### src/common/dmcio_regs.vh
/*
  opcode patterns, field positions and cycle counts for the multiply,
  control and i/o instruction decoder. assumes 16-bit instruction words.
*/
`ifndef DMCIO_REGS_VH
`define DMCIO_REGS_VH

// single-word opcodes, full 16 bits
`define DMCIO_OP_ADD_PRODUCT 16'h7f8f
`define DMCIO_OP_PRODUCT_TO_ACC 16'h7f8e
`define DMCIO_OP_SUBTRACT_PRODUCT 16'h7f90
`define DMCIO_OP_IRQ_MASK 16'h7f81
`define DMCIO_OP_IRQ_UNMASK 16'h7f82
`define DMCIO_OP_SATURATION_OFF 16'h7f8a
`define DMCIO_OP_SATURATION_ON 16'h7f8b
`define DMCIO_OP_POP 16'h7f9d
`define DMCIO_OP_PUSH 16'h7f9c
`define DMCIO_OP_NOP 16'h7f80

// upper-byte opcodes, bits 15:8
`define DMCIO_HI_LOAD_FACTOR 8'h6a
`define DMCIO_HI_LOAD_FACTOR_ADD 8'h6c
`define DMCIO_HI_LOAD_FACTOR_ADD_SHIFT 8'h6b
`define DMCIO_HI_MULTIPLY 8'h6d
`define DMCIO_HI_DATA_SHIFT 8'h69
`define DMCIO_HI_TABLE_READ 8'h67
`define DMCIO_HI_TABLE_WRITE 8'h7d
`define DMCIO_HI_STATUS_LOAD 8'h7b
`define DMCIO_HI_STATUS_SAVE 8'h7c

// bits 15:11 for port transfers, bits 15:13 for multiply immediate
`define DMCIO_PORT_READ_TOP 5'h08
`define DMCIO_PORT_WRITE_TOP 5'h09
`define DMCIO_MPY_IMM_TOP 3'h4

// fields
`define DMCIO_PORT_MSB 10
`define DMCIO_PORT_LSB 8
`define DMCIO_ADDR_MSB 6
`define DMCIO_IMM_MSB 12

// machine cycles per instruction
`define DMCIO_CYC_ONE 2'h1
`define DMCIO_CYC_TWO 2'h2
`define DMCIO_CYC_THREE 2'h3

// status bits after reset
`define DMCIO_IRQ_MASK_RESET 1'b1
`define DMCIO_SAT_RESET 1'b0

`endif

### src/hw/dmcio_decode.v
/*
  decoder and executor for product-register, stack, control, port and
  table instructions of a 16-bit fixed-point processor.
  assumes data and program memory answer combinationally within a cycle;
  instr_valid_i is honoured only while busy_o is low.
*/
// How it works
// - add-product adds product register to accumulator, one word, one cycle.
// - load-factor-and-add loads factor register and adds product, one cycle.
// - load-factor-add-shift also copies addressed word to next address, one cycle.
// - multiply puts factor times data word into product register, one cycle.
// - top bits 100 select multiply by the 13-bit immediate, one cycle.
// - product-to-accumulator loads accumulator from product, one cycle.
// - subtract-product subtracts product from accumulator, one cycle.
// - pop moves stack top into accumulator in two cycles.
// - push places accumulator onto stack in two cycles.
// - data-shift copies addressed word to next higher address, one cycle.
// - port read moves selected port word into data memory, two cycles.
// - table read copies program word at accumulator into data memory, three cycles.
// - table write copies data word into program memory, three cycles.
`timescale 1ns/1ps
`include "dmcio_regs.vh"

module dmcio_decode #(
  parameter STACK_DEPTH = 4,
  parameter PTR_W = 2
) (
  input wire clk_i,
  input wire reset_i,
  input wire instr_valid_i,
  input wire [15:0] instr_i,
  input wire [7:0] data_page_i,
  input wire [15:0] dmem_rdata_i,
  input wire [15:0] pmem_rdata_i,
  input wire [15:0] port_rdata_i,
  output wire busy_o,
  output reg done_o,
  output wire [7:0] dmem_addr_o,
  output reg dmem_we_o,
  output reg [7:0] dmem_waddr_o,
  output reg [15:0] dmem_wdata_o,
  output wire [11:0] pmem_addr_o,
  output reg pmem_we_o,
  output reg [15:0] pmem_wdata_o,
  output reg [2:0] port_number_field_o,
  output reg port_rd_o,
  output reg port_wr_o,
  output reg [15:0] port_wdata_o,
  output reg [31:0] acc_o,
  output reg [31:0] product_o,
  output reg [15:0] factor_o,
  output reg irq_masked_o,
  output reg saturate_o,
  output reg stack_overflow_o
);

  localparam ST_IDLE = 2'h0;
  localparam ST_WAIT = 2'h1;

  reg [1:0] state;
  reg [1:0] cyc_left;
  reg [15:0] held;
  reg [PTR_W:0] sp;

  wire go = instr_valid_i && (state == ST_IDLE);
  wire [15:0] ir = go ? instr_i : held;
  wire [7:0] hi = ir[15:8];
  wire [7:0] daddr = {data_page_i[0], ir[`DMCIO_ADDR_MSB:0]};

  wire is_add_product_op = (ir == `DMCIO_OP_ADD_PRODUCT);
  wire is_pac = (ir == `DMCIO_OP_PRODUCT_TO_ACC);
  wire is_subtract_product_op = (ir == `DMCIO_OP_SUBTRACT_PRODUCT);
  wire is_pop = (ir == `DMCIO_OP_POP);
  wire is_push = (ir == `DMCIO_OP_PUSH);
  wire is_lt = (hi == `DMCIO_HI_LOAD_FACTOR);
  wire is_lta = (hi == `DMCIO_HI_LOAD_FACTOR_ADD);
  wire is_ltd = (hi == `DMCIO_HI_LOAD_FACTOR_ADD_SHIFT);
  wire is_mpy = (hi == `DMCIO_HI_MULTIPLY);
  wire is_data_shift_op = (hi == `DMCIO_HI_DATA_SHIFT);
  wire is_table_read_op = (hi == `DMCIO_HI_TABLE_READ);
  wire is_table_write_op = (hi == `DMCIO_HI_TABLE_WRITE);
  wire is_multiply_immediate_op = (ir[15:13] == `DMCIO_MPY_IMM_TOP);
  wire is_in = (ir[15:11] == `DMCIO_PORT_READ_TOP);
  wire is_out = (ir[15:11] == `DMCIO_PORT_WRITE_TOP);

  // cycle count of the incoming instruction
  reg [1:0] cycles;
  always @*
  begin
    cycles = `DMCIO_CYC_ONE;
    if (is_table_read_op || is_table_write_op)
      cycles = `DMCIO_CYC_THREE;
    else if (is_pop || is_push || is_in || is_out)
      cycles = `DMCIO_CYC_TWO;
  end

  assign busy_o = (state != ST_IDLE);
  assign dmem_addr_o = daddr;
  // table address comes from the low accumulator bits
  assign pmem_addr_o = acc_o[11:0];

  // signed 16x16 product, signed immediate sign-extended
  wire [15:0] mult_b = is_multiply_immediate_op ? {{3{ir[`DMCIO_IMM_MSB]}}, ir[`DMCIO_IMM_MSB:0]} : dmem_rdata_i;
  wire [31:0] mult = $signed(factor_o) * $signed(mult_b);

  // overflow handling only matters for add and subtract
  wire [32:0] sum = {acc_o[31], acc_o} + {product_o[31], product_o};
  wire [32:0] dif = {acc_o[31], acc_o} - {product_o[31], product_o};
  wire [32:0] arith = is_subtract_product_op ? dif : sum;
  wire ovf = arith[32] ^ arith[31];
  wire [31:0] arith_sat = arith[32] ? 32'h80000000 : 32'h7fffffff;
  wire [31:0] arith_res = (ovf && saturate_o) ? arith_sat : arith[31:0];

  // last cycle of the running instruction performs the work
  wire fire = (go && cycles == `DMCIO_CYC_ONE) || (state == ST_WAIT && cyc_left == `DMCIO_CYC_ONE);
  wire stack_empty = (sp == {(PTR_W+1){1'b0}});
  wire stack_full = (sp == STACK_DEPTH[PTR_W:0]);
  wire [PTR_W:0] sp_dec = sp - {{PTR_W{1'b0}}, 1'b1};

  always @(posedge clk_i or posedge reset_i)
  begin
    if (reset_i)
    begin
      state <= ST_IDLE;
      cyc_left <= 2'h0;
      held <= 16'h0000;
    end
    else if (go && cycles != `DMCIO_CYC_ONE)
    begin
      state <= ST_WAIT;
      cyc_left <= cycles - `DMCIO_CYC_ONE;
      held <= instr_i;
    end
    else if (state == ST_WAIT)
    begin
      cyc_left <= cyc_left - `DMCIO_CYC_ONE;
      if (cyc_left == `DMCIO_CYC_ONE)
        state <= ST_IDLE;
    end
  end

  wire [32*STACK_DEPTH-1:0] stack_bus;
  wire [PTR_W-1:0] push_idx = sp[PTR_W-1:0];
  wire [PTR_W-1:0] pop_idx = sp_dec[PTR_W-1:0];
  wire push_ok = fire && is_push && !stack_full;
  wire pop_ok = fire && is_pop && !stack_empty;
  // an empty pop yields zero rather than stale stack contents
  wire [31:0] pop_word = stack_empty ? 32'h00000000 : stack_bus[pop_idx*32 +: 32];
  // memory writes happen on the final cycle only
  wire shift_wr = fire && (is_ltd || is_data_shift_op);
  wire load_wr = fire && (is_in || is_table_read_op);

  // completion pulse and port strobes
  always @(posedge clk_i or posedge reset_i)
  begin
    if (reset_i)
    begin
      done_o <= 1'b0;
      port_rd_o <= 1'b0;
      port_wr_o <= 1'b0;
      port_number_field_o <= 3'h0;
    end
    else
    begin
      done_o <= fire;
      // port strobes on the second cycle of a two-cycle port access
      port_rd_o <= go && is_in;
      port_wr_o <= go && is_out;
      if (go && (is_in || is_out))
        port_number_field_o <= ir[`DMCIO_PORT_MSB:`DMCIO_PORT_LSB];
    end
  end

  // accumulator: sums, product load and stack pop
  always @(posedge clk_i or posedge reset_i)
  begin
    if (reset_i)
      acc_o <= 32'h00000000;
    else if (fire)
    begin
      if (is_add_product_op || is_lta || is_ltd || is_subtract_product_op)
        acc_o <= arith_res;
      else if (is_pac)
        acc_o <= product_o;
      else if (is_pop)
        acc_o <= pop_word;
    end
  end

  // factor and product registers
  always @(posedge clk_i or posedge reset_i)
  begin
    if (reset_i)
    begin
      factor_o <= 16'h0000;
      product_o <= 32'h00000000;
    end
    else if (fire)
    begin
      if (is_lt || is_lta || is_ltd)
        factor_o <= dmem_rdata_i;
      if (is_mpy || is_multiply_immediate_op)
        product_o <= mult;
    end
  end

  // data memory write port
  always @(posedge clk_i or posedge reset_i)
  begin
    if (reset_i)
    begin
      dmem_we_o <= 1'b0;
      dmem_waddr_o <= 8'h00;
      dmem_wdata_o <= 16'h0000;
    end
    else
    begin
      dmem_we_o <= shift_wr || load_wr;
      // the shift target wraps at the top of the 8-bit window
      if (shift_wr)
      begin
        dmem_waddr_o <= daddr + 8'h01;
        dmem_wdata_o <= dmem_rdata_i;
      end
      else if (load_wr)
      begin
        dmem_waddr_o <= daddr;
        dmem_wdata_o <= is_in ? port_rdata_i : pmem_rdata_i;
      end
    end
  end

  // program memory and port write data
  always @(posedge clk_i or posedge reset_i)
  begin
    if (reset_i)
    begin
      pmem_we_o <= 1'b0;
      pmem_wdata_o <= 16'h0000;
      port_wdata_o <= 16'h0000;
    end
    else
    begin
      pmem_we_o <= fire && is_table_write_op;
      if (fire && is_table_write_op)
        pmem_wdata_o <= dmem_rdata_i;
      if (fire && is_out)
        port_wdata_o <= dmem_rdata_i;
    end
  end

  // status bits; status load and save act as no-ops
  always @(posedge clk_i or posedge reset_i)
  begin
    if (reset_i)
    begin
      irq_masked_o <= `DMCIO_IRQ_MASK_RESET;
      saturate_o <= `DMCIO_SAT_RESET;
    end
    else if (fire)
    begin
      if (ir == `DMCIO_OP_IRQ_MASK)
        irq_masked_o <= 1'b1;
      else if (ir == `DMCIO_OP_IRQ_UNMASK)
        irq_masked_o <= 1'b0;
      if (ir == `DMCIO_OP_SATURATION_ON)
        saturate_o <= 1'b1;
      else if (ir == `DMCIO_OP_SATURATION_OFF)
        saturate_o <= 1'b0;
    end
  end

  // full push drops the word; the flag is sticky until reset
  always @(posedge clk_i or posedge reset_i)
  begin
    if (reset_i)
    begin
      sp <= {(PTR_W+1){1'b0}};
      stack_overflow_o <= 1'b0;
    end
    else
    begin
      if (push_ok)
        sp <= sp + {{PTR_W{1'b0}}, 1'b1};
      else if (pop_ok)
        sp <= sp_dec;
      if (fire && is_push && stack_full)
        stack_overflow_o <= 1'b1;
    end
  end

  // one flip-flop word per stack entry
  genvar g;
  generate
    for (g = 0; g < STACK_DEPTH; g = g + 1)
    begin : g_stack
      reg [31:0] word;
      always @(posedge clk_i or posedge reset_i)
      begin
        if (reset_i)
          word <= 32'h00000000;
        else if (push_ok && push_idx == g)
          word <= acc_o;
      end
      assign stack_bus[g*32 +: 32] = word;
    end
  endgenerate

endmodule

### config.mk
export PLATFORM = sky130hd
export DESIGN_NAME = dmcio_decode
export DESIGN_NICKNAME = d
export VERILOG_FILES = /design/src/hw/dmcio_decode.v
export VERILOG_INCLUDE_DIRS = /design/src /design/src/common
export SDC_FILE = /design/constraint.sdc
export NUM_CORES = 2
export LEC_CHECK = 0
export BUFFER_PORTS_ARGS = -buffer_cell sky130_fd_sc_hd__buf_2
export CAP_MARGIN = 10
export CORE_ASPECT_RATIO = 0.8
export CORE_MARGIN = 3
export CORE_UTILIZATION = 25
export CTS_BUF_LIST = sky130_fd_sc_hd__clkbuf_2
export CTS_CLUSTER_DIAMETER = 150
export DETAILED_ROUTE_END_ITERATION = 8
export HOLD_SLACK_MARGIN = 0.03
export MAX_ROUTING_LAYER = met4
export PLACE_DENSITY = 0.45
export SLEW_MARGIN = 20
export SYNTH_ARGS = -nofsm -noshare
export SYNTH_HDL_FRONTEND = slang
export SYNTH_SLANG_ARGS = --single-unit
### constraint.sdc
create_clock -name clk_i -period 16.8 [get_ports clk_i]
set_input_delay 2.52 -clock clk_i [delete_from_list [all_inputs] [get_ports clk_i]]
set_output_delay 2.52 -clock clk_i [all_outputs]
set_load 0.005 [all_outputs]
* After elaboration in Yosys (flattened, before gate mapping)
Index checks and enable logic that the tools add are counted.
** Storage, ports and cells
- Register bits :: 298
- Input port bits :: 75
- Output and inout bits :: 168
- Logic and storage cells :: 143
** Cells by class
- $add $sub $neg :: 7
- Multipliers :: 1
- Equal/unequal tests :: 27
- Shift-type cells :: 1
- Muxes and demuxes :: 27
- Bitwise gates (word level) :: 1
- Reductions and logical operators :: 55
** Operators by type and width (count)
- two-way mux 32 bit :: 6
- == test 16 x 15 -> 1 bit (second input constant) :: 9
- indexed part select 128 x 8 -> 32 bit :: 1
- two-way mux 16 bit :: 5
- == test 8 x 7 -> 1 bit (second input constant) :: 7
- adder 32 x 32 -> 33 bit :: 1
- two-way mux 33 bit :: 1
- subtractor 32 x 32 -> 33 bit :: 1
- multiplier 16 x 16 -> 32 bit :: 1
- logical AND 1 bit :: 21
- two-way mux 8 bit :: 2
- logical OR 1 bit :: 15
- two-way mux 2 bit :: 7
- nonzero test 2 bit :: 7
- AND reduction 2 bit :: 6
- == test 5 x 4 -> 1 bit (second input constant) :: 2
- adder 8 x 1 -> 8 bit (second input constant) :: 1
- == test 2 x 1 -> 1 bit (second input constant) :: 4
- == test 3 bit (second input constant) :: 2
- two-way mux 3 bit :: 2
- == test 2 bit (second input constant) :: 2
- logical NOT 2 bit :: 2
- two-way mux 1 bit :: 4
- subtractor 2 x 1 -> 2 bit (second input constant) :: 2
- 7 further kinds :: 8

* Depth between registers and ports, before layout
- Depth in word-level cells :: 16
- Depth in mapped cells :: 33

* Worst setup path after synthesis
No wires, ideal clock.
- Path kind :: input to register
- From :: in instr_valid_i
- To :: reg product_o[31]
- Setup time :: 137 ps
- Data arrival time :: 9786 ps
- Slack :: 6877 ps
- Stages :: 29
- Buffers on the path :: 5
- Cells stage by stage :: nor2b_4 -> buf_6 -> buf_2 -> o41ai_1 -> clkbuf_1 -> clkbuf_1 -> nor2_1 -> a31oi_1 -> clkbuf_1 -> nand2_1 -> fa_1 -> inv_1 -> fa_1 -> fa_1 -> inv_1 -> fa_1 -> fa_1 -> fa_1 -> inv_1 -> ha_1 -> o21a_1 -> o21a_1 -> o21ai_0 -> o22ai_1 -> a211oi_1 -> nor3_1 -> a2111oi_0 -> xnor2_1 -> o21ai_0
** On the way
- Longest elaborated chain between the ends :: 12
- Elaborated cells on any way between the ends :: 23
** RTL lines
- start: declaration :: RTL line dmcio_decode.v:30 : input wire instr_valid_i,
- logical AND 1 bit (*) :: RTL line dmcio_decode.v:65 : wire go = instr_valid_i && (state == ST_IDLE);
- parallel branches: the longest is 11 deep, another holds multiplier 16 x 16 -> 32 bit
- end signal: assignment :: RTL line dmcio_decode.v:203 : product_o <= mult;
- end: declaration :: RTL line dmcio_decode.v:50 : output reg [31:0] product_o,
Mark *: on every way between the ends.
A chain may end at the register's enable or synchronous reset.

* Worst setup path in the final report
Ends and elaborated chain as after synthesis.

==> results.yml <==
outcome:
  outcome: "finished, final reports clean"
floorplan:
  fp.dieH_microns: 294
  std_cell_rows: 105
  die_area_sq_um: 108000
  core_sq_um: 103000
  ios: 243
  start_util_pct: 25.3
  die_x_microns: 367
route:
  routed_wl_microns: 82600
  drt-initial-drc-count: 1060
  wl_per_cell_microns: 19.5
  dr.pass1.iters: 5
  drc: 0
  vias_per_cell: 4.58
  vias: 19400
  final_antenna_net_count: 0
timing:
  slew_violations: 0
  relSlewSlack_pct: 24.7
  finalSetupViolCount: 0
  fin_crit_ps: 9930
  worst_slew_pin_slew_ps: 1130
  finalSetupTns_ps: 0
  rsz0062_at_grt: "no"
  fin_crit_sh_pct: 59.1
  max_freq_mhz: 101
  fin_worst_skew_ps: 145
  hold_viol: 0
  timing.final.ws_setup_ps: 6870
synthesis:
  ys.flop_type: "dfrtp_1"
  ys_types: 79
  synthArstFlopShare_pct: 100
  synthTopCellsByArea: "dfrtp_1, fa_1, mux2_2"
  netlist_area_sq_um: 26000
  seq_area_frac_synth_pct: 28.6
  syn_inst: 2548
  syn_area_per_cell_sq_um: 10.2
  synth_seq_cells: 297
  netlist_top_cells_count: "inv_1, dfrtp_1, fa_1"
  yosysMostFrequentCell: "inv_1"
  ys_warn_count: 0
  yosysTopAreaCell: "dfrtp_1"
  synth_top_area_share_pct: 28.5
  syn-num-nets: 3012
  synth-edff-count: 0
global_routing:
  grt_pass1_vias: 20300
  grt_first_pass_wirelength_microns: 127000
  grt_max_degree: 101
  track_usage_pct: 15.8
  grt_overflow: 0
  grt_antenna_before_repair: 5
setup_path:
  cp.depth: 27
  crit_type: "in -> reg"
  worst_ep_arrival_time_ps: 10960
  crit_path_start: "instr_valid_i"
  path_buf_inv: 5
  cp_data_required_time_ps: 17820
  start_kind: "input pin"
  cp-endpoint: "product_o[31]$_DFFE_PP0P_"
  r2r-end: "product_o[31]$_DFFE_PP0P_"
  cp-end-kind: "flip-flop"
  slowest_delay_ps: 820
  reg2reg_slack_ps: 7860
  slowest_stage: "a21oi_2"
  worst-r2r-cell-count: 26
  r2r_start: "state[0]$_DFFE_PP0P_"
  crit_path_max_fanout: 29
  crit_top_cell: "fa_1"
  path_delay_family: "adder cells"
cts:
  cts_root_buf: "clkbuf_2"
  cts_tree: "built"
  clk_latency_ps: 1260
  path_clk_slew_ps: 80
  postCtsHoldBufs: 0
  cts_max_path_buffers: 3
  post_cts_buffers: 0
  cts_resized: 0
  htree_levels: 3
  clock_sinks: 297
  cts_made_buffers: 83
power:
  leakage_uw: 0.0146
  vdd_drop_max_uv: 191
  power.density_nw_per_um2: 210
placement:
  place_ws_ps: 5620
  dp_hpwl_microns: 60300
  port_buffers: 235
  gp_congestion: 0.827
layout:
  nNetsFinal: 3243
  drive_gt1_share_pct: 24.7
  syn_to_final_growth_pct: 13.3
worst_hold_path:
  min-delay-path-class: "reg -> reg"
job:
  maxCapViolations: 0
[registers in the layout, summed over array words and instances, names as in the netlist, 2 cells and up]
register and cells:
dmem_waddr_o 8, held 16, sp 3, factor_o 16
product_o 32, dmem_wdata_o 16, port_number_field_o 3, g_stack.word 128
pmem_wdata_o 16, cyc_left 2, acc_o 32, port_wdata_o 16
[layout by cell type (no fill, tap or decap), types with 13 or more instances in the layout]
cell        n
and3_1     16
nor3b_1    37
buf_2     235
o21ai_0    69
buf_4      44
a221o_1    18
xor2_1     45
a211oi_2   20
nand2_1   243
dfrtp_1   295
and2_1    117
a211oi_1   13
a21oi_1   198
clkinv_1   14
xnor2_1    48
nor3_1     24
ha_1      126
mux4_2     32
nor2_1     71
inv_1     341
a21o_1     24
o31ai_1    15
clkbuf_2  118
mux2_2    193
nand3_1    22
fa_1      263
[area by class of cell]
type / instances / area [sq um]
clock inverters: 24 / 144
flip-flops and latches: 297 / 7430
multi-input cells: 1772 / 16700
fillers: 11000 / 73400
diodes: 7 / 17.5
repair buffers: 279 / 1510
inverters: 346 / 1310
clock buffers: 118 / 591
well taps: 1391 / 1740
[metrics by stage]
stage          utilization, %  cells  instance area [sq um]  hold WS, ps  power [uW]
2_1_floorplan               -   2548                  26000          445        4250
3_3_place_gp             27.9   4085                  28700          463        5720
3_5_place_dp             27.9   4085                  28700          469        5730
4_1_cts                  28.6   4227                  29400          490        6320
5_1_grt                  28.6   4234                  29500          510        6940
6_report                 28.6   4234                  29500          482        6190
[worst min path at each step]
| stage | cells past startpoint | start | to |
|---|---|---|---|
| detailed placement | 1 | stack_overflow_o$_DFFE_PP0P_ | stack_overflow_o$_DFFE_PP0P_ |
| global route | 1 | stack_overflow_o$_DFFE_PP0P_ | stack_overflow_o$_DFFE_PP0P_ |
| CTS | 1 | stack_overflow_o$_DFFE_PP0P_ | stack_overflow_o$_DFFE_PP0P_ |
| global placement | 2 | g_stack[1].word[0]$_DFFE_PP0P_ | g_stack[1].word[0]$_DFFE_PP0P_ |
| floorplan | 2 | g_stack[1].word[0]$_DFFE_PP0P_ | g_stack[1].word[0]$_DFFE_PP0P_ |
| finish | 1 | stack_overflow_o$_DFFE_PP0P_ | stack_overflow_o$_DFFE_PP0P_ |
[per-layer routing]
layer / wire (microns) / global-route usage [%] / up-vias
met1: 41700 / 22.6 / 9843
met2: 35100 / 22.8 / 444
met3: 4560 / 3.36 / 89
li1: - / - / 9002
met4: 1310 / 3.62 / 0
met5: 0 / - / -
[kinds of logic after synthesis]
| family | synth area share (%) |
|---|---|
| compound gates | 11.1 |
| xor+xnor | 3.34 |
| fa+ha+maj | 26.3 |
| buf+inv | 7.38 |
| flops | 28.6 |
| mux | 11.6 |
| simple gates | 11.7 |
[where the power goes]
part	switching [uW]	internal, uW	total, uW
Sequential	215	825	1040
Clock	339	206	545
Combinational	2700	1900	4610
Note: power is estimated with default switching activity, not from simulation.
